<file path="src/include/ocss_pkg.sv">
// output clock source select: shared constants and carrier types
// assumes byte-wide register access at the configuration port offsets
package ocss_pkg;
  // ==========================================================
  // sizes
  localparam int OCSS_NUM_OUT = 8;
  localparam int OCSS_NUM_LOW = 4;
  localparam int OCSS_SEL_W = 3;
  localparam int OCSS_ADDR_W = 8;
  localparam int OCSS_DATA_W = 8;
  // ==========================================================
  // register offsets
  localparam logic [7:0] OCSS_ADDR_SYNC_LOW = 8'ha8;
  localparam logic [7:0] OCSS_ADDR_SEL45 = 8'ha9;
  localparam logic [7:0] OCSS_ADDR_SEL67 = 8'haa;
  localparam logic [7:0] OCSS_ADDR_RSVD = 8'hab;
  // ==========================================================
  // field positions
  localparam int OCSS_LOW_SEL_LSB = 0;
  localparam int OCSS_SYNC_A_BIT = 4;
  localparam int OCSS_SYNC_B_BIT = 5;
  localparam int OCSS_EVEN_SEL_LSB = 0;
  localparam int OCSS_ODD_SEL_LSB = 4;
  // ==========================================================
  // reset values
  localparam logic [3:0] OCSS_RST_LOW_SEL = 4'ha;
  localparam logic [2:0] OCSS_RST_SEL4 = 3'h0;
  localparam logic [2:0] OCSS_RST_SEL5 = 3'h2;
  localparam logic [2:0] OCSS_RST_SEL6 = 3'h6;
  localparam logic [2:0] OCSS_RST_SEL7 = 3'h5;
  // ==========================================================
  // source codes shared by all outputs
  typedef enum logic [2:0] {
    OCSS_SRC_LOOP_A = 3'h0,
    OCSS_SRC_LOOP_B = 3'h1,
    OCSS_SRC_OUT2 = 3'h2,
    OCSS_SRC_OUT3 = 3'h3,
    OCSS_SRC_REF0 = 3'h4,
    OCSS_SRC_REF1 = 3'h5,
    OCSS_SRC_REF2 = 3'h6,
    OCSS_SRC_XTAL = 3'h7
  } ocss_src_t;
  // ==========================================================
  // carriers
  typedef struct packed {
    logic wrEn;
    logic rdEn;
    logic [7:0] addr;
    logic [7:0] wrData;
  } ocss_cfg_req_t;
  typedef logic [7:0][2:0] ocss_src_vec_t;
endpackage

</file>
<file path="src/core/ocss_source_select.sv">
// output clock source select and per-loop divider sync control
// assumes the serial configuration port delivers decoded byte requests
// Function
// rising loop sync bit holds every output divider sourced from that loop in reset
// falling loop sync bit releases all affected dividers together in one cycle
// that release also clears coarse phase of affected outputs to zero
// two sync bits, bit 4 first loop, bit 5 second loop, reset zero
// outputs 0-3 one selector bit each at bits 0-3; 0 first loop, 1 second
// after reset outputs 0,2 use first loop, outputs 1,3 use second loop
// outputs 4-7 three-bit code: loops, outputs 2/3, references 0-2, crystal
// outputs 4,6 select at bits 2:0, outputs 5,7 at bits 6:4
// software must not route references above 250 MHz to outputs 4-7
// after reset output 5 selects output 2
// after reset output 6 selects reference 2, output 7 reference 1
// software writes reserved bits zero; device stores none and reads zero
// fine phase loads at sync release, which clears coarse, so set fine first
// output is affected by a loop's sync bit when its selector names that loop
`timescale 1ns/1ps
module ocss_source_select
  import ocss_pkg::*;
(
  input wire logic clk, // 25 MHz system clock
  input wire logic rstn, // async reset, active low
  input wire ocss_pkg::ocss_cfg_req_t cfgReq, // byte request from config port
  output logic [7:0] rdData, // read data, one cycle after rdEn
  output logic rdValid, // read data strobe
  output ocss_pkg::ocss_src_vec_t outSource, // source code per output
  output logic [7:0] dividerHold, // output divider held in reset
  output logic [7:0] phaseRestart, // pulse: clear coarse, load fine
  output logic [1:0] loopSyncState // current sync bits, first loop in bit 0
);
  import ocss_pkg::*;

  // ==========================================================
  // decode helpers
  function automatic logic namesLoop(input logic [2:0] code, input logic loopB);
    namesLoop = (code == (loopB ? OCSS_SRC_LOOP_B : OCSS_SRC_LOOP_A));
  endfunction

  // ==========================================================
  // registers
  logic [3:0] lowSel_reg;
  logic loopSyncA_reg;
  logic loopSyncB_reg;
  logic [2:0] out4Sel_reg;
  logic [2:0] out5Sel_reg;
  logic [2:0] out6Sel_reg;
  logic [2:0] out7Sel_reg;
  logic syncAPrev_reg;
  logic syncBPrev_reg;

  wire logic wrLow = cfgReq.wrEn && (cfgReq.addr == OCSS_ADDR_SYNC_LOW);
  wire logic wr45 = cfgReq.wrEn && (cfgReq.addr == OCSS_ADDR_SEL45);
  wire logic wr67 = cfgReq.wrEn && (cfgReq.addr == OCSS_ADDR_SEL67);
  wire logic [3:0] lowSel_next = cfgReq.wrData[OCSS_LOW_SEL_LSB +: OCSS_NUM_LOW];
  wire logic [2:0] evenSel_next = cfgReq.wrData[OCSS_EVEN_SEL_LSB +: OCSS_SEL_W];
  wire logic [2:0] oddSel_next = cfgReq.wrData[OCSS_ODD_SEL_LSB +: OCSS_SEL_W];

  always_ff @(posedge clk or negedge rstn) begin
    if (!rstn) begin
      lowSel_reg <= OCSS_RST_LOW_SEL;
      loopSyncA_reg <= 1'b0;
      loopSyncB_reg <= 1'b0;
    end else if (wrLow) begin
      lowSel_reg <= lowSel_next;
      loopSyncA_reg <= cfgReq.wrData[OCSS_SYNC_A_BIT];
      loopSyncB_reg <= cfgReq.wrData[OCSS_SYNC_B_BIT];
    end
  end

  always_ff @(posedge clk or negedge rstn) begin
    if (!rstn) begin
      out4Sel_reg <= OCSS_RST_SEL4;
      out5Sel_reg <= OCSS_RST_SEL5;
    end else if (wr45) begin
      out4Sel_reg <= evenSel_next;
      out5Sel_reg <= oddSel_next;
    end
  end

  always_ff @(posedge clk or negedge rstn) begin
    if (!rstn) begin
      out6Sel_reg <= OCSS_RST_SEL6;
      out7Sel_reg <= OCSS_RST_SEL7;
    end else if (wr67) begin
      out6Sel_reg <= evenSel_next;
      out7Sel_reg <= oddSel_next;
    end
  end

  // ==========================================================
  // per-output source codes, low outputs widened to loop codes
  wire ocss_src_vec_t srcVec;
  genvar gi;
  generate
    for (gi = 0; gi < OCSS_NUM_LOW; gi++) begin : g_low
      assign srcVec[gi] = lowSel_reg[gi] ? OCSS_SRC_LOOP_B : OCSS_SRC_LOOP_A;
    end
  endgenerate
  assign srcVec[4] = out4Sel_reg;
  assign srcVec[5] = out5Sel_reg;
  assign srcVec[6] = out6Sel_reg;
  assign srcVec[7] = out7Sel_reg;

  // ==========================================================
  // sync edges and affected outputs
  wire logic [7:0] affA;
  wire logic [7:0] affB;
  generate
    for (gi = 0; gi < OCSS_NUM_OUT; gi++) begin : g_aff
      assign affA[gi] = namesLoop(srcVec[gi], 1'b0);
      assign affB[gi] = namesLoop(srcVec[gi], 1'b1);
    end
  endgenerate

  wire logic fallA = syncAPrev_reg && !loopSyncA_reg;
  wire logic fallB = syncBPrev_reg && !loopSyncB_reg;
  // hold follows the level, so all dividers of a loop leave reset together
  wire logic [7:0] hold_next = ({8{loopSyncA_reg}} & affA)
                             | ({8{loopSyncB_reg}} & affB); // see R1
  // released outputs restart with coarse cleared and fine loaded
  wire logic [7:0] restart_next = ({8{fallA}} & affA)
                                | ({8{fallB}} & affB); // see R3

  always_ff @(posedge clk or negedge rstn) begin
    if (!rstn) begin
      syncAPrev_reg <= 1'b0;
      syncBPrev_reg <= 1'b0;
      dividerHold <= 8'h00;
      phaseRestart <= 8'h00;
    end else begin
      syncAPrev_reg <= loopSyncA_reg;
      syncBPrev_reg <= loopSyncB_reg;
      dividerHold <= hold_next; // see R1
      phaseRestart <= restart_next;
    end
  end

  always_ff @(posedge clk or negedge rstn) begin
    if (!rstn) begin
      outSource <= {OCSS_RST_SEL7, OCSS_RST_SEL6, OCSS_RST_SEL5, OCSS_RST_SEL4,
                    OCSS_SRC_LOOP_B, OCSS_SRC_LOOP_A, OCSS_SRC_LOOP_B, OCSS_SRC_LOOP_A};
      loopSyncState <= 2'h0;
    end else begin
      outSource <= srcVec;
      loopSyncState <= {loopSyncB_reg, loopSyncA_reg};
    end
  end

  // ==========================================================
  // read path, reserved bits and unmapped offsets read zero
  logic [7:0] rd_next;
  always_comb begin
    rd_next = 8'h00;
    case (cfgReq.addr)
      OCSS_ADDR_SYNC_LOW: begin
        rd_next[OCSS_LOW_SEL_LSB +: OCSS_NUM_LOW] = lowSel_reg;
        rd_next[OCSS_SYNC_A_BIT] = loopSyncA_reg;
        rd_next[OCSS_SYNC_B_BIT] = loopSyncB_reg;
      end
      OCSS_ADDR_SEL45: begin
        rd_next[OCSS_EVEN_SEL_LSB +: OCSS_SEL_W] = out4Sel_reg;
        rd_next[OCSS_ODD_SEL_LSB +: OCSS_SEL_W] = out5Sel_reg;
      end
      OCSS_ADDR_SEL67: begin
        rd_next[OCSS_EVEN_SEL_LSB +: OCSS_SEL_W] = out6Sel_reg;
        rd_next[OCSS_ODD_SEL_LSB +: OCSS_SEL_W] = out7Sel_reg;
      end
      default: begin
        rd_next = 8'h00;
      end
    endcase
  end

  always_ff @(posedge clk or negedge rstn) begin
    if (!rstn) begin
      rdData <= 8'h00;
      rdValid <= 1'b0;
    end else begin
      rdData <= cfgReq.rdEn ? rd_next : 8'h00;
      rdValid <= cfgReq.rdEn;
    end
  end

  // ==========================================================
  // checks
  logic firstCycle_reg;
  always_ff @(posedge clk or negedge rstn) begin
    if (!rstn) begin
      firstCycle_reg <= 1'b1;
    end else begin
      firstCycle_reg <= 1'b0;
    end
  end
endmodule

</file>
<file path="config.mk">
export PLATFORM = sky130hd
export DESIGN_NAME = ocss_source_select
export DESIGN_NICKNAME = d
export VERILOG_FILES = /design/src/include/ocss_pkg.sv /design/src/core/ocss_source_select.sv
export SDC_FILE = /design/constraint.sdc
export NUM_CORES = 1
export LEC_CHECK = 0
export ABC_CLOCK_PERIOD_IN_PS = 1220
export BUFFER_PORTS_ARGS = -buffer_cell sky130_fd_sc_hd__buf_2
export CAP_MARGIN = 20
export CORE_ASPECT_RATIO = 1.2
export CORE_MARGIN = 2
export CORE_UTILIZATION = 45
export DETAILED_ROUTE_END_ITERATION = 8
export PLACE_DENSITY = 0.85
export SKIP_LAST_GASP = 1
export SLEW_MARGIN = 40
export SYNTH_ARGS = -nofsm -noshare
export SYNTH_HDL_FRONTEND = slang
export SYNTH_SLANG_ARGS = --single-unit
</file>
<file path="constraint.sdc">
create_clock -name clk -period 1.22 [get_ports clk]
set_clock_uncertainty 0.1 [all_clocks]
set_input_delay 0.061 -clock clk [delete_from_list [all_inputs] [get_ports clk]]
set_output_delay 0.061 -clock clk [all_outputs]
set_load 0.05 [all_outputs]
</file>
==> impl_results.html, run 1 <==
<table>
<tr><th>Metric</th><th>Value</th></tr>
<tr><th colspan="2">Final layout</th></tr>
<tr><td>Fillers</td><td>396</td></tr>
<tr><td>Register with the most flip-flops</td><td>outSource</td></tr>
<tr><td>Layout Utilization</td><td>0.659</td></tr>
<tr><td>Largest registers</td><td>outSource (16), dividerHold (8), phaseRestart (8)</td></tr>
<tr><td>Layout cell share with drive strength beyond 1</td><td>0.580</td></tr>
<tr><td>Flip-flop count of the largest register after layout</td><td>16</td></tr>
<tr><td>Count of inserted antenna diode cells</td><td>0</td></tr>
<tr><td>Number of nets in the layout</td><td>277</td></tr>
<tr><td>Area taken by multi-input logic gates</td><td>796 um^2</td></tr>
<tr><td>Area occupied by registers</td><td>0.00152 mm^2</td></tr>
<tr><td>Area growth from synthesis to layout</td><td>39.9%</td></tr>
<tr><th colspan="2">Floorplanning</th></tr>
<tr><td>Chip width</td><td>70.1 um</td></tr>
<tr><td>Vertical die dimension</td><td>83.3 um</td></tr>
<tr><td>Initial Utilization</td><td>0.471</td></tr>
<tr><td>Site Rows</td><td>28</td></tr>
<tr><td>Core outline area</td><td>0.00501 mm^2</td></tr>
<tr><td>Number of I/O pins</td><td>71</td></tr>
<tr><td>Total Die Area</td><td>0.00584 mm^2</td></tr>
<tr><th colspan="2">Yosys</th></tr>
<tr><td>Flops &amp; latches, synth</td><td>60</td></tr>
<tr><td>Top-area cell type share of the netlist area</td><td>0.488</td></tr>
<tr><td>Share of synthesized flip-flops with an asynchronous set or reset</td><td>1.00</td></tr>
<tr><td>Portion of the post-synthesis area used by sequential elements</td><td>0.644</td></tr>
<tr><td>Most area-hungry cell type in the Yosys netlist</td><td>dfrtp_1</td></tr>
<tr><td>Synthesized area</td><td>0.00236 mm^2</td></tr>
<tr><td>Main area contributors after synthesis</td><td>dfrtp_1 49%, dfstp_2 16%, mux2_2 7.6%, mux2i_1 5.5%, buf_4 3.8%</td></tr>
<tr><td>Synth Flop Type</td><td>dfrtp_1</td></tr>
<tr><td>Average instance area after synthesis</td><td>14.7 um^2</td></tr>
<tr><td>Number of warnings issued by yosys</td><td>0</td></tr>
<tr><td>EDFF count, synth</td><td>0</td></tr>
<tr><td>Synthesized instance count</td><td>161</td></tr>
<tr><td>Count of cell types in the netlist</td><td>28</td></tr>
<tr><th colspan="2">Pwr</th></tr>
<tr><td>Net switching power of the design</td><td>0.00122 W</td></tr>
<tr><td>Clock group share of total power</td><td>0.453</td></tr>
<tr><td>Net Sw Frac</td><td>0.238</td></tr>
<tr><td>Relative contribution of combinational cells to total power</td><td>0.127</td></tr>
<tr><td>Max IR drop VDD</td><td>0.877 mV</td></tr>
<tr><td>P_leak</td><td>1.70 nW</td></tr>
<tr><td>Sequential Power Share</td><td>0.420</td></tr>
<tr><td>Pwr Density</td><td>1550 mW/mm^2</td></tr>
<tr><td>Total internal power</td><td>0.00389 W</td></tr>
<tr><th colspan="2">Critical path</th></tr>
<tr><td>Worst reg2reg path startpoint</td><td>lowSel_reg[1]$_DFFE_PN1P_</td></tr>
<tr><td>Worst-case register-to-register setup slack</td><td>9 ps</td></tr>
<tr><td>Critical path required time</td><td>1340 ps</td></tr>
<tr><td>Total number of cells along the worst setup path</td><td>2</td></tr>
<tr><td>Critical path buffer and inverter count</td><td>1</td></tr>
<tr><td>Critical-path top delay cell</td><td>dfstp_2</td></tr>
<tr><td>Largest delay contributor family on the critical path</td><td>flip-flops</td></tr>
<tr><td>Reg2Reg Capture Point</td><td>dividerHold[1]$_DFF_PN0_</td></tr>
<tr><td>Worst setup path category</td><td>reg2reg</td></tr>
<tr><td>Highest net fanout along the worst path</td><td>4</td></tr>
<tr><td>Critical Path Source</td><td>lowSel_reg[1]$_DFFE_PN1P_</td></tr>
<tr><td>CP Capture Type</td><td>flip-flop</td></tr>
<tr><td>Delay contributed by the slowest stage of the critical path</td><td>560 ps</td></tr>
<tr><td>R2R depth</td><td>2</td></tr>
<tr><td>Arrival time at the worst endpoint</td><td>1330 ps</td></tr>
<tr><td>Critical path, cell by cell</td><td>buf_4, mux2_2</td></tr>
<tr><td>Critical path startpoint category</td><td>flip-flop</td></tr>
<tr><td>Destination of the critical timing path</td><td>dividerHold[1]$_DFF_PN0_</td></tr>
<tr><th colspan="2">Global route</th></tr>
<tr><td>Vias in the first global route</td><td>1681</td></tr>
<tr><td>Grt total ovfl</td><td>0</td></tr>
<tr><td>Largest net degree at the start of global routing</td><td>61</td></tr>
<tr><td>Number of antenna violations at the first check in global routing</td><td>0</td></tr>
<tr><td>Global-route wire length before repair</td><td>8.14 mm</td></tr>
<tr><td>Overall global routing resource usage</td><td>0.185</td></tr>
<tr><th colspan="2">Run</th></tr>
<tr><td>Max-cap violation count</td><td>0</td></tr>
<tr><th colspan="2">CTS</th></tr>
<tr><td>Clock transition at the registers of the reported paths</td><td>70 ps</td></tr>
<tr><td>Clock Root Buffer</td><td>clkbuf_8</td></tr>
<tr><td>Number of buffers between clock root and the deepest sink</td><td>2</td></tr>
<tr><td>CTS sink cnt</td><td>60</td></tr>
<tr><td>Clk_lat worst skew</td><td>330 ps</td></tr>
<tr><td>CTS tree</td><td>yes</td></tr>
<tr><td>Total number of H-tree levels</td><td>3</td></tr>
<tr><td>TritonCTS Buffers</td><td>9</td></tr>
<tr><td>Number of buffers inserted for hold repair after clock tree synthesis</td><td>9</td></tr>
<tr><th colspan="2">Routing</th></tr>
<tr><td>Avg WL per Cell</td><td>15.4 um</td></tr>
<tr><td>Routed wire length</td><td>4.95 mm</td></tr>
<tr><td>Number of nets still failing antenna checks after routing</td><td>0</td></tr>
<tr><td>Average vias per placed instance</td><td>4.94</td></tr>
<tr><td>1st-iter DRT viols</td><td>114</td></tr>
<tr><td>Via count</td><td>1590</td></tr>
<tr><td>DRC violations left</td><td>0</td></tr>
<tr><td>Router iterations before antenna repair</td><td>4</td></tr>
<tr><th colspan="2">STA</th></tr>
<tr><td>Setup TNS</td><td>0 ps</td></tr>
<tr><td>Shortest clock period the worst path allows after layout</td><td>1210 ps</td></tr>
<tr><td>Fmax</td><td>826 MHz</td></tr>
<tr><td>Unrepaired setup endpoints after global routing</td><td>true</td></tr>
<tr><td>Portion of the clock cycle consumed by the worst path in the final layout</td><td>0.992</td></tr>
<tr><td>Final hold violations</td><td>1</td></tr>
<tr><td>Number of setup violations in the final report</td><td>0</td></tr>
<tr><td>Worst hold margin</td><td>-97.3 ps</td></tr>
<tr><td>Total count of max-transition violations in the final report</td><td>0</td></tr>
<tr><th colspan="2">Hold path</th></tr>
<tr><td>Worst Hold Class</td><td>in2reg</td></tr>
<tr><td>Number of cells on the worst hold path</td><td>3</td></tr>
<tr><th colspan="2">Placement</th></tr>
<tr><td>Number of port buffers</td><td>60</td></tr>
<tr><td>Routability congestion estimate</td><td>0.815</td></tr>
<tr><td>Post-DP HPWL</td><td>3.40 mm</td></tr>
<tr><th colspan="2">Run status</th></tr>
<tr><td>Outcome</td><td>finished, violations left</td></tr>
<tr><td>Violations in the final reports</td><td>negative hold slack</td></tr>
</table>
-- timing repair --
item                                    4_1_cts  5_1_grt
gates cloned                                  0        0
pin swaps                                     1        1
endpoints found under the setup margin       12       13
buffers inserted                              1        1
endpoints found under the hold margin        80        1
gates resized for setup                       7       10
-- worst min-delay path, cell delays in order --
cell     delay [ps]
buf_2            80
or4b_4          120
nor4b_2          40
-- cell families (layout without fill, tap and decap cells) --
group                  Yosys count  count (layout)  share of synthesized area
buffers and inverters           20             113                     0.0546
AO/OA/AOI/OAI                   10              10                     0.0228
multiplexers                    35              35                      0.170
AND/OR/NAND/NOR                 35              35                      0.108
flip-flops                      60              60                      0.644
other                            1               9                    0.00159
-- how the worst min path moves through the flow --
stage	from	end	slack [ps]
2_1_floorplan	rstn	dividerHold[0]$_DFF_PN0_	-330
3_3_place_gp	rstn	dividerHold[2]$_DFF_PN0_	-20
3_5_place_dp	rstn	dividerHold[2]$_DFF_PN0_	-10
5_1_grt	cfgReq[10]	rdData[3]$_DFF_PN0_	-100
6_report	cfgReq[10]	rdData[3]$_DFF_PN0_	-100
4_1_cts	cfgReq[10]	rdData[3]$_DFF_PN0_	-80
-- placed cells by master, fill, tap and decap left out --
cell type,synthesis,routed
nand4bb_4,1,1
nand2b_1,1,1
o21ai_0,4,4
buf_2,1,53
inv_1,2,2
buf_6,1,5
nor2b_1,3,2
or2_2,5,4
or4_4,1,1
dfstp_2,14,14
nor4b_2,1,1
nand2_1,10,10
or4b_4,0,1
mux2i_1,13,13
nor2b_2,0,1
nand3b_1,1,1
dlygate4sd3_1,0,9
mux2_2,16,6
nor4_4,1,1
buf_12,0,1
nor3_1,8,8
nor2_1,1,1
dfrtp_1,46,46
a21oi_1,5,3
a2bb2oi_1,1,1
bufinv_16,0,3
buf_4,12,27
a21oi_2,0,2
clkbuf_8,0,13
nor4b_4,1,1
or2_4,0,1
mux2_4,6,16
conb_1,1,9
-- power groups by stage --
| stage | clock [W] | sequential, W | combinational [W] |
|---|---|---|---|
| 6_report | 0.00232 | 0.00214 | 0.000648 |
| 5_1_grt | 0.00244 | 0.00215 | 0.000684 |
| 3_5_place_dp | 0 | 0.00218 | 0.000607 |
| 2_1_floorplan | 0 | 0.00237 | 0.000226 |
| 3_3_place_gp | 0 | 0.00218 | 0.000594 |
| 4_1_cts | 0.00235 | 0.00214 | 0.000644 |
-- routing by layer --
layer	global-route usage	wire, um	vias to the layer above	part of all wire
met3	0.0667	286	8	0.058
met4	0.0699	88	0	0.018
met2	0.313	2610	58	0.53
li1	-	-	726	-
met5	0	0	-	0
met1	0.213	1970	798	0.40
-- Yosys cell counts (2+ instances only) --
library cell / instances
a21oi_1: 5
buf_4: 12
clkbuf_1: 3
dfrtp_1: 46
dfstp_2: 14
inv_1: 2
mux2_2: 16
mux2_4: 6
mux2i_1: 13
nand2_1: 10
nor2b_1: 3
nor3_1: 8
o21ai_0: 4
or2_2: 5
-- per-stage QoR --
step                      setup slack (ps)  instances  instance area, um^2  total power, W
final                                 9.30        322                 3300         0.00511
after global routing                 -29.7        322                 3300         0.00528
after CTS                            0.401        321                 3260         0.00514
after detailed placement              -363        295                 2870         0.00278
after global placement                -322        295                 2870         0.00277
after floorplan                       -245        169                 2440         0.00259
-- area by class of cell --
type                       count  share of cell area
clock buffer                  13              0.0542
sequential                    60               0.460
clock inverter                 3              0.0273
multi-input combinational     89               0.241
timing repair buffer          95               0.192
inverter                       2             0.00227
tap                           60              0.0227
No activity file was read; power rests on OpenSTA's default activity.
==> inputs of run 2 (changes only) <==
--- a/config.mk
+++ b/config.mk
@@ -6,14 +6,13 @@
 export NUM_CORES = 1
 export LEC_CHECK = 0
 export ABC_CLOCK_PERIOD_IN_PS = 1220
-export BUFFER_PORTS_ARGS = -buffer_cell sky130_fd_sc_hd__buf_2
 export CAP_MARGIN = 20
 export CORE_ASPECT_RATIO = 1.2
 export CORE_MARGIN = 2
-export CORE_UTILIZATION = 45
+export CORE_UTILIZATION = 51
 export DETAILED_ROUTE_END_ITERATION = 8
-export PLACE_DENSITY = 0.85
-export SKIP_LAST_GASP = 1
+export DONT_BUFFER_PORTS = 1
+export PLACE_DENSITY = 0.8
 export SLEW_MARGIN = 40
 export SYNTH_ARGS = -nofsm -noshare
 export SYNTH_HDL_FRONTEND = slang
==> run 2 against run 1 <==
  * Critical path type unchanged
  * Sequential cell count unchanged
  * Cell count decreased by 20%
  * Sequential share of layout area increased by 6.6 points
  * Worst setup slack improved by 23 ps
  * Clock power decreased by 31%
  * Largest cell class unchanged
  * Final area decreased by 12%
  * Die area decreased by 11%
  * Critical path depth increased by 1
  * Combinational power decreased by 52%
  * Core utilization decreased by 2.0 points
  * The run still ends with negative hold slack left
  * Global-route usage increased by 1.5 points
  * Maximum frequency increased by 1.9%
==> impl_results.html, run 2 (same netlist as run 1, synthesis figures left out) <==
<table>
<tr><th>Metric</th><th>Value</th></tr>
<tr><th colspan="2">Critical path</th></tr>
<tr><td>Critical path buffer and inverter count</td><td>0 (-1)</td></tr>
<tr><td>Worst-case register-to-register setup slack</td><td>30 ps (+20 ps)</td></tr>
<tr><td>Highest net fanout along the worst path</td><td>4 (unchanged)</td></tr>
<tr><td>Critical path required time</td><td>1390 ps (+50 ps)</td></tr>
<tr><td>Delay contributed by the slowest stage of the critical path</td><td>570 ps (about the same)</td></tr>
<tr><td>Critical path, cell by cell</td><td>mux2i_1, or2_4, a21oi_2</td></tr>
<tr><td>Critical path startpoint category</td><td>flip-flop</td></tr>
<tr><td>Arrival time at the worst endpoint</td><td>1350 ps (+20 ps)</td></tr>
<tr><td>Worst setup path category</td><td>reg2reg</td></tr>
<tr><td>Critical-path top delay cell</td><td>dfstp_2</td></tr>
<tr><td>Largest delay contributor family on the critical path</td><td>flip-flops</td></tr>
<tr><td>CP Capture Type</td><td>flip-flop</td></tr>
<tr><th colspan="2">Routing</th></tr>
<tr><td>Via count</td><td>1361 (-14%)</td></tr>
<tr><td>1st-iter DRT viols</td><td>68 (-40%)</td></tr>
<tr><td>Avg WL per Cell</td><td>18.8 um (+23%)</td></tr>
<tr><td>DRC violations left</td><td>0 (unchanged)</td></tr>
<tr><td>Number of nets still failing antenna checks after routing</td><td>0 (unchanged)</td></tr>
<tr><td>Average vias per placed instance</td><td>5.25 (+6.4%)</td></tr>
<tr><td>Router iterations before antenna repair</td><td>4 (unchanged)</td></tr>
<tr><td>Routed wire length</td><td>4.88 mm (-1.4%)</td></tr>
<tr><th colspan="2">Floorplanning</th></tr>
<tr><td>Number of I/O pins</td><td>71 (unchanged)</td></tr>
<tr><td>Site Rows</td><td>27 (-3.6%)</td></tr>
<tr><td>Chip width</td><td>66.1 um (-5.7%)</td></tr>
<tr><td>Total Die Area</td><td>0.00519 mm^2 (-11%)</td></tr>
<tr><td>Initial Utilization</td><td>0.521 (+0.0503)</td></tr>
<tr><td>Core outline area</td><td>0.00453 mm^2 (-9.6%)</td></tr>
<tr><td>Vertical die dimension</td><td>78.5 um (-5.8%)</td></tr>
<tr><th colspan="2">Final layout</th></tr>
<tr><td>Count of inserted antenna diode cells</td><td>0 (unchanged)</td></tr>
<tr><td>Post-Layout Inst Area</td><td>0.00289 mm^2 (-12%)</td></tr>
<tr><td>Final cell count without fillers</td><td>259 (-20%)</td></tr>
<tr><td>Flip-flop count of the largest register after layout</td><td>16 (unchanged)</td></tr>
<tr><td>Commonest non-fill, non-tap cell in the layout</td><td>dfrtp_1</td></tr>
<tr><td>Area growth from synthesis to layout</td><td>22.5%</td></tr>
<tr><td>Register with the most flip-flops</td><td>outSource</td></tr>
<tr><td>Largest registers</td><td>outSource (16), dividerHold (8), phaseRestart (8)</td></tr>
<tr><td>Layout cell share with drive strength beyond 1</td><td>0.483 (-0.0976)</td></tr>
<tr><td>Commonest cells after routing, fill and taps aside</td><td>45 x dfrtp_1, 24 x buf_4, 16 x mux2_4</td></tr>
<tr><td>Number of nets in the layout</td><td>216 (-22%)</td></tr>
<tr><td>Fillers</td><td>353 (-11%)</td></tr>
<tr><th colspan="2">Pwr</th></tr>
<tr><td>Total power</td><td>0.00426 W (-17%)</td></tr>
<tr><td>Pwr Density</td><td>1470 mW/mm^2 (-4.8%)</td></tr>
<tr><td>Max IR drop VDD</td><td>1.08 mV (+23%)</td></tr>
<tr><td>P_leak</td><td>1.36 nW (-20%)</td></tr>
<tr><th colspan="2">CTS</th></tr>
<tr><td>Number of buffers between clock root and the deepest sink</td><td>2 (unchanged)</td></tr>
<tr><td>TritonCTS Buffers</td><td>9 (unchanged)</td></tr>
<tr><td>CTS tree</td><td>yes</td></tr>
<tr><td>Clock Root Buffer</td><td>clkbuf_8</td></tr>
<tr><td>CTS sink cnt</td><td>60 (unchanged)</td></tr>
<tr><td>Number of buffers inserted for hold repair after clock tree synthesis</td><td>8 (-1)</td></tr>
<tr><td>Total number of H-tree levels</td><td>3 (unchanged)</td></tr>
<tr><td>Clock transition at the registers of the reported paths</td><td>70 ps (about the same)</td></tr>
<tr><td>Clk_lat worst skew</td><td>330 ps (about the same)</td></tr>
<tr><th colspan="2">STA</th></tr>
<tr><td>Total count of max-transition violations in the final report</td><td>0 (unchanged)</td></tr>
<tr><td>Final hold violations</td><td>68 (+67)</td></tr>
<tr><td>Unrepaired setup endpoints after global routing</td><td>true</td></tr>
<tr><td>Portion of the clock cycle consumed by the worst path in the final layout</td><td>0.974 (-0.0186)</td></tr>
<tr><td>Setup TNS</td><td>0 ps (unchanged)</td></tr>
<tr><td>Number of setup violations in the final report</td><td>0 (unchanged)</td></tr>
<tr><td>Worst hold margin</td><td>-682 ps (-585 ps)</td></tr>
<tr><td>Fmax</td><td>842 MHz (+1.9%)</td></tr>
<tr><td>Shortest clock period the worst path allows after layout</td><td>1190 ps (-22.7 ps)</td></tr>
<tr><th colspan="2">Run</th></tr>
<tr><td>Max-cap violation count</td><td>0 (unchanged)</td></tr>
<tr><th colspan="2">Global route</th></tr>
<tr><td>Vias in the first global route</td><td>1390 (-17%)</td></tr>
<tr><td>Grt total ovfl</td><td>0 (unchanged)</td></tr>
<tr><td>Number of antenna violations at the first check in global routing</td><td>0 (unchanged)</td></tr>
<tr><td>Global-route wire length before repair</td><td>7.37 mm (-9.5%)</td></tr>
<tr><td>Largest net degree at the start of global routing</td><td>61 (unchanged)</td></tr>
<tr><td>Overall global routing resource usage</td><td>0.200 (+0.0150)</td></tr>
<tr><th colspan="2">Run status</th></tr>
<tr><td>Outcome</td><td>finished, violations left</td></tr>
<tr><td>Violations in the final reports</td><td>negative hold slack</td></tr>
<tr><th colspan="2">Placement</th></tr>
<tr><td>Cell area reported after detailed placement</td><td>0.00256 mm^2 (-11%)</td></tr>
<tr><td>Post-DP HPWL</td><td>3.35 mm (-1.5%)</td></tr>
<tr><td>Routability congestion estimate</td><td>0.899 (+10%)</td></tr>
<tr><td>DP Cell Count</td><td>233 (-21%)</td></tr>
<tr><td>Number of port buffers</td><td>0 (-100%)</td></tr>
<tr><th colspan="2">Hold path</th></tr>
<tr><td>Worst Hold Class</td><td>in2async</td></tr>
</table>
## run 2: final cells by class
class	instances	area, um^2	area share
tap	58	72.6	0.0251
clock buffer	15	176	0.0610
timing repair buffer	34	283	0.0978
multi-input combinational	89	826	0.286
sequential	60	1520	0.526
clock inverter	1	5.00	0.00173
inverter	2	7.51	0.00260
## run 2: worst reg2reg max path, delay by kind of cell (launching register included)
family / cells / cell delay (ps)
AO/OA/AOI/OAI: 1 / 120
AND/OR/NAND/NOR: 1 / 240
flip-flops: 1 / 570
multiplexers: 1 / 90
## run 2: per-layer routing
layer / GRT usage / part of all wire / up-vias
li1: - / - / 602
met1: 0.239 / 0.40 / 703
met2: 0.322 / 0.52 / 47
met3: 0.0673 / 0.058 / 9
met4: 0.0918 / 0.018 / 0
met5: 0 / 0 / -
## run 2: final timing paths
path / start / endpoint / depth (start not counted)
max reg2reg: lowSel_reg[1]$_DFFE_PN1P_ / rdData[1]$_DFF_PN0_ / 3
max: lowSel_reg[1]$_DFFE_PN1P_ / rdData[1]$_DFF_PN0_ / 3
min: rstn / outSource[13]$_DFF_PN0_ / 0
max in group asynchronous: rstn / lowSel_reg[3]$_DFFE_PN1P_ / 0
min reg2reg: out7Sel_reg[2]$_DFFE_PN1P_ / outSource[23]$_DFF_PN1_ / 0
min in group clk: cfgReq[8] / rdData[3]$_DFF_PN0_ / 1
## run 2: timing repair
item / 4_1_cts / 5_1_grt
setup buffers: 2 / 0
pin swaps: 1 / 4
hold endpoints to repair: 86 / 69
resized for setup: 2 / 14
setup endpoints to repair: 3 / 9
## run 2: metrics by stage
step | hold WS (ps) | setup slack (ps) | util
global route | -693 | -25.9 | 0.638
CTS | -698 | 3.98 | 0.627
global placement | -333 | -211 | 0.565
floorplan | -335 | -245 | -
finish | -682 | 32.0 | 0.638
detailed placement | -333 | -279 | 0.565
## run 2: where the power goes
part / switching [W] / leakage [nW] / total [W] / internal [W]
Sequential: 0.000253 / 0.777 / 0.00235 / 0.00209
Clock: 0.000700 / 0.0937 / 0.00160 / 0.000903
Combinational: 0.000163 / 0.486 / 0.000309 / 0.000146
Total: 0.00112 / 1.36 / 0.00426 / 0.00314
==> inputs of run 3 (changes only) <==
--- a/config.mk
+++ b/config.mk
@@ -10,6 +10,7 @@
 export CORE_ASPECT_RATIO = 1.2
 export CORE_MARGIN = 2
 export CORE_UTILIZATION = 51
+export CTS_BUF_LIST = sky130_fd_sc_hd__clkbuf_4
 export DETAILED_ROUTE_END_ITERATION = 8
 export DONT_BUFFER_PORTS = 1
 export PLACE_DENSITY = 0.8
==> run 3 against run 2 <==
  * The run ends with negative hold slack, negative setup slack left
  * Worst setup slack got worse by 65 ps
  * First-iteration DRC count rose by 34%
  * Non-clock buffer count rose by 2
  * Final area fell by 1.2%
  * Sequential cell count did not move
  * Die area did not move
  * Critical endpoint is now outSource[16]
  * Largest cell class unchanged
  * Highest routed layer unchanged
==> impl_results.html, run 3 (same netlist as run 1, synthesis figures left out) <==
<table>
<tr><th>Metric</th><th>Value</th></tr>
<tr><th colspan="2">STA</th></tr>
<tr><td>Number of setup violations in the final report</td><td>7 (+7)</td></tr>
<tr><td>Final hold violations</td><td>85 (+25%)</td></tr>
<tr><td>Fmax</td><td>798 MHz (-5.2%)</td></tr>
<tr><td>Least setup slack across all paths after layout</td><td>-33.4 ps (-65.3 ps)</td></tr>
<tr><td>Setup TNS</td><td>-183 ps (-183 ps)</td></tr>
<tr><td>Unrepaired setup endpoints after global routing</td><td>true</td></tr>
<tr><td>Shortest clock period the worst path allows after layout</td><td>1250 ps (+65.3 ps)</td></tr>
<tr><td>Total count of max-transition violations in the final report</td><td>0 (unchanged)</td></tr>
<tr><td>Worst hold margin</td><td>-754 ps (-72.6 ps)</td></tr>
<tr><td>Portion of the clock cycle consumed by the worst path in the final layout</td><td>1.03 (+0.0535)</td></tr>
<tr><th colspan="2">CTS</th></tr>
<tr><td>Clk_lat worst skew</td><td>390 ps (+60 ps)</td></tr>
<tr><td>Number of buffers between clock root and the deepest sink</td><td>2 (unchanged)</td></tr>
<tr><td>Clock Root Buffer</td><td>clkbuf_4</td></tr>
<tr><td>CTS tree</td><td>yes</td></tr>
<tr><td>Clock transition at the registers of the reported paths</td><td>90 ps (+20 ps)</td></tr>
<tr><td>CTS sink cnt</td><td>60 (unchanged)</td></tr>
<tr><td>Number of buffers inserted for hold repair after clock tree synthesis</td><td>8 (unchanged)</td></tr>
<tr><td>TritonCTS Buffers</td><td>9 (unchanged)</td></tr>
<tr><td>Total number of H-tree levels</td><td>3 (unchanged)</td></tr>
<tr><th colspan="2">Run</th></tr>
<tr><td>Max-cap violation count</td><td>0 (unchanged)</td></tr>
<tr><th colspan="2">Routing</th></tr>
<tr><td>Routed wire length</td><td>4.81 mm (-1.5%)</td></tr>
<tr><td>DRC violations left</td><td>0 (unchanged)</td></tr>
<tr><td>Avg WL per Cell</td><td>18.4 um (-2.2%)</td></tr>
<tr><td>Router iterations before antenna repair</td><td>4 (unchanged)</td></tr>
<tr><td>Number of nets still failing antenna checks after routing</td><td>0 (unchanged)</td></tr>
<tr><td>1st-iter DRT viols</td><td>91 (+34%)</td></tr>
<tr><td>Via count</td><td>1385 (+1.8%)</td></tr>
<tr><td>Average vias per placed instance</td><td>5.31 (+0.98%)</td></tr>
<tr><th colspan="2">Pwr</th></tr>
<tr><td>Sequential Power Share</td><td>0.623 (+0.072)</td></tr>
<tr><td>Clock group share of total power</td><td>0.294 (-0.082)</td></tr>
<tr><td>Relative contribution of combinational cells to total power</td><td>0.083 (+0.010)</td></tr>
<tr><td>Total internal power</td><td>0.00271 W (-14%)</td></tr>
<tr><td>Max IR drop VDD</td><td>0.610 mV (-44%)</td></tr>
<tr><td>Net Sw Frac</td><td>0.281 (+0.0190)</td></tr>
<tr><td>Pwr Density</td><td>1320 mW/mm^2 (-10%)</td></tr>
<tr><td>Net switching power of the design</td><td>0.00106 W (-5.1%)</td></tr>
<tr><td>P_leak</td><td>1.30 nW (-4.4%)</td></tr>
<tr><th colspan="2">Placement</th></tr>
<tr><td>Pre-CTS setup slack</td><td>-279 ps (unchanged)</td></tr>
<tr><td>Routability congestion estimate</td><td>0.899 (unchanged)</td></tr>
<tr><td>Number of port buffers</td><td>0 (unchanged)</td></tr>
<tr><td>Post-DP HPWL</td><td>3.35 mm (unchanged)</td></tr>
<tr><th colspan="2">Final layout</th></tr>
<tr><td>Largest registers</td><td>outSource (16), dividerHold (8), phaseRestart (8)</td></tr>
<tr><td>Area growth from synthesis to layout</td><td>21.0%</td></tr>
<tr><td>Number of nets in the layout</td><td>218 (+0.93%)</td></tr>
<tr><td>Commonest non-fill, non-tap cell in the layout</td><td>buf_4</td></tr>
<tr><td>Flip-flop count of the largest register after layout</td><td>16 (unchanged)</td></tr>
<tr><td>Layout cell share with drive strength beyond 1</td><td>0.591 (+0.109)</td></tr>
<tr><td>Count of inserted antenna diode cells</td><td>0 (unchanged)</td></tr>
<tr><td>Register with the most flip-flops</td><td>outSource</td></tr>
<tr><td>Area occupied by registers</td><td>0.00155 mm^2 (+1.9%)</td></tr>
<tr><td>Area taken by multi-input logic gates</td><td>826 um^2 (unchanged)</td></tr>
<tr><td>Commonest cells after routing, fill and taps aside</td><td>27 x buf_4, 24 x dfrtp_2, 22 x dfrtp_1</td></tr>
<tr><td>Fillers</td><td>355 (+0.57%)</td></tr>
<tr><th colspan="2">Floorplanning</th></tr>
<tr><td>Vertical die dimension</td><td>78.5 um (unchanged)</td></tr>
<tr><td>Initial Utilization</td><td>0.521 (unchanged)</td></tr>
<tr><td>Total Die Area</td><td>0.00519 mm^2 (unchanged)</td></tr>
<tr><td>Number of I/O pins</td><td>71 (unchanged)</td></tr>
<tr><td>Core outline area</td><td>0.00453 mm^2 (unchanged)</td></tr>
<tr><td>Site Rows</td><td>27 (unchanged)</td></tr>
<tr><td>Chip width</td><td>66.1 um (unchanged)</td></tr>
<tr><th colspan="2">Global route</th></tr>
<tr><td>Largest net degree at the start of global routing</td><td>61 (unchanged)</td></tr>
<tr><td>Vias in the first global route</td><td>1411 (+1.5%)</td></tr>
<tr><td>Number of antenna violations at the first check in global routing</td><td>0 (unchanged)</td></tr>
<tr><td>Global-route wire length before repair</td><td>7.46 mm (+1.2%)</td></tr>
<tr><td>Overall global routing resource usage</td><td>0.203 (+0.00326)</td></tr>
<tr><td>Grt total ovfl</td><td>0 (unchanged)</td></tr>
<tr><th colspan="2">Critical path</th></tr>
<tr><td>Critical path required time</td><td>1060 ps (-330 ps)</td></tr>
<tr><td>CP Capture Type</td><td>output port</td></tr>
<tr><td>Worst setup path category</td><td>reg2out</td></tr>
<tr><td>Critical path startpoint category</td><td>flip-flop</td></tr>
<tr><td>Arrival time at the worst endpoint</td><td>1090 ps (-260 ps)</td></tr>
<tr><td>Highest net fanout along the worst path</td><td>1 (-3)</td></tr>
<tr><th colspan="2">Hold path</th></tr>
<tr><td>Worst Hold Class</td><td>in2async</td></tr>
<tr><th colspan="2">Run status</th></tr>
<tr><td>Outcome</td><td>finished, violations left</td></tr>
<tr><td>Violations in the final reports</td><td>negative hold slack, negative setup slack</td></tr>
</table>
run 3: cell count changes in the layout (fill, tap and decap cells not counted), sizes merged:
| cell | change |
|---|---|
| clkbuf | -3 |
| buf | +2 |
| clkinv | +3 |
run 3: final cells by class:
class	count	area share
clock buffer	12	0.0316
multi-input combinational	89	0.289
inverter	2	0.00263
timing repair buffer	36	0.103
tap	58	0.0254
sequential	60	0.543
clock inverter	4	0.00570
run 3: stage by stage:
| step | util | instance area [um^2] | total power [W] | cells | hold WS (ps) |
|---|---|---|---|---|---|
| floorplan | - | 2440 | 0.00259 | 169 | -335 |
| global route | 0.631 | 2860 | 0.00393 | 261 | -787 |
| CTS | 0.611 | 2770 | 0.00379 | 258 | -781 |
| finish | 0.631 | 2860 | 0.00377 | 261 | -754 |
| global placement | 0.565 | 2560 | 0.00262 | 233 | -333 |
| detailed placement | 0.565 | 2560 | 0.00264 | 233 | -333 |
run 3: repair_timing:
| item | 4_1_cts | 5_1_grt |
|---|---|---|
| endpoints found under the hold margin | 86 | 85 |
| gates resized for setup | 12 | 26 |
| pin swaps | 0 | 3 |
| endpoints found under the setup margin | 21 | 28 |
| buffers inserted | 1 | 3 |
run 3: worst paths after layout:
check / to / from / slack (ps) / cells past startpoint
max in group asynchronous: outSource[21]$_DFF_PN1_ / rstn / 1580 / 0
min: outSource[13]$_DFF_PN0_ / rstn / -750 / 0
max reg2reg: rdData[1]$_DFF_PN0_ / lowSel_reg[1]$_DFFE_PN1P_ / 20 / 3
min in group clk: rdData[3]$_DFF_PN0_ / cfgReq[8] / -380 / 1
min reg2reg: outSource[23]$_DFF_PN1_ / out7Sel_reg[2]$_DFFE_PN1P_ / 310 / 0
max: outSource[16] / outSource[16]$_DFF_PN1_ / -30 / 0
run 3: routing by layer:
| layer | vias to the layer above | wire [um] | track usage |
|---|---|---|---|
| li1 | 613 | - | - |
| met1 | 701 | 1800 | 0.240 |
| met2 | 58 | 2580 | 0.323 |
| met3 | 13 | 325 | 0.0802 |
| met4 | 0 | 107 | 0.0918 |
| met5 | - | 0 | 0 |
run 3: power groups by stage:
stage / combinational [W] / clock (W) / sequential (W)
final: 0.000312 / 0.00111 / 0.00235
after global placement: 0.000250 / 0 / 0.00237
after global routing: 0.000332 / 0.00124 / 0.00236
after CTS: 0.000291 / 0.00115 / 0.00235
after detailed placement: 0.000259 / 0 / 0.00238
after floorplan: 0.000226 / 0 / 0.00237
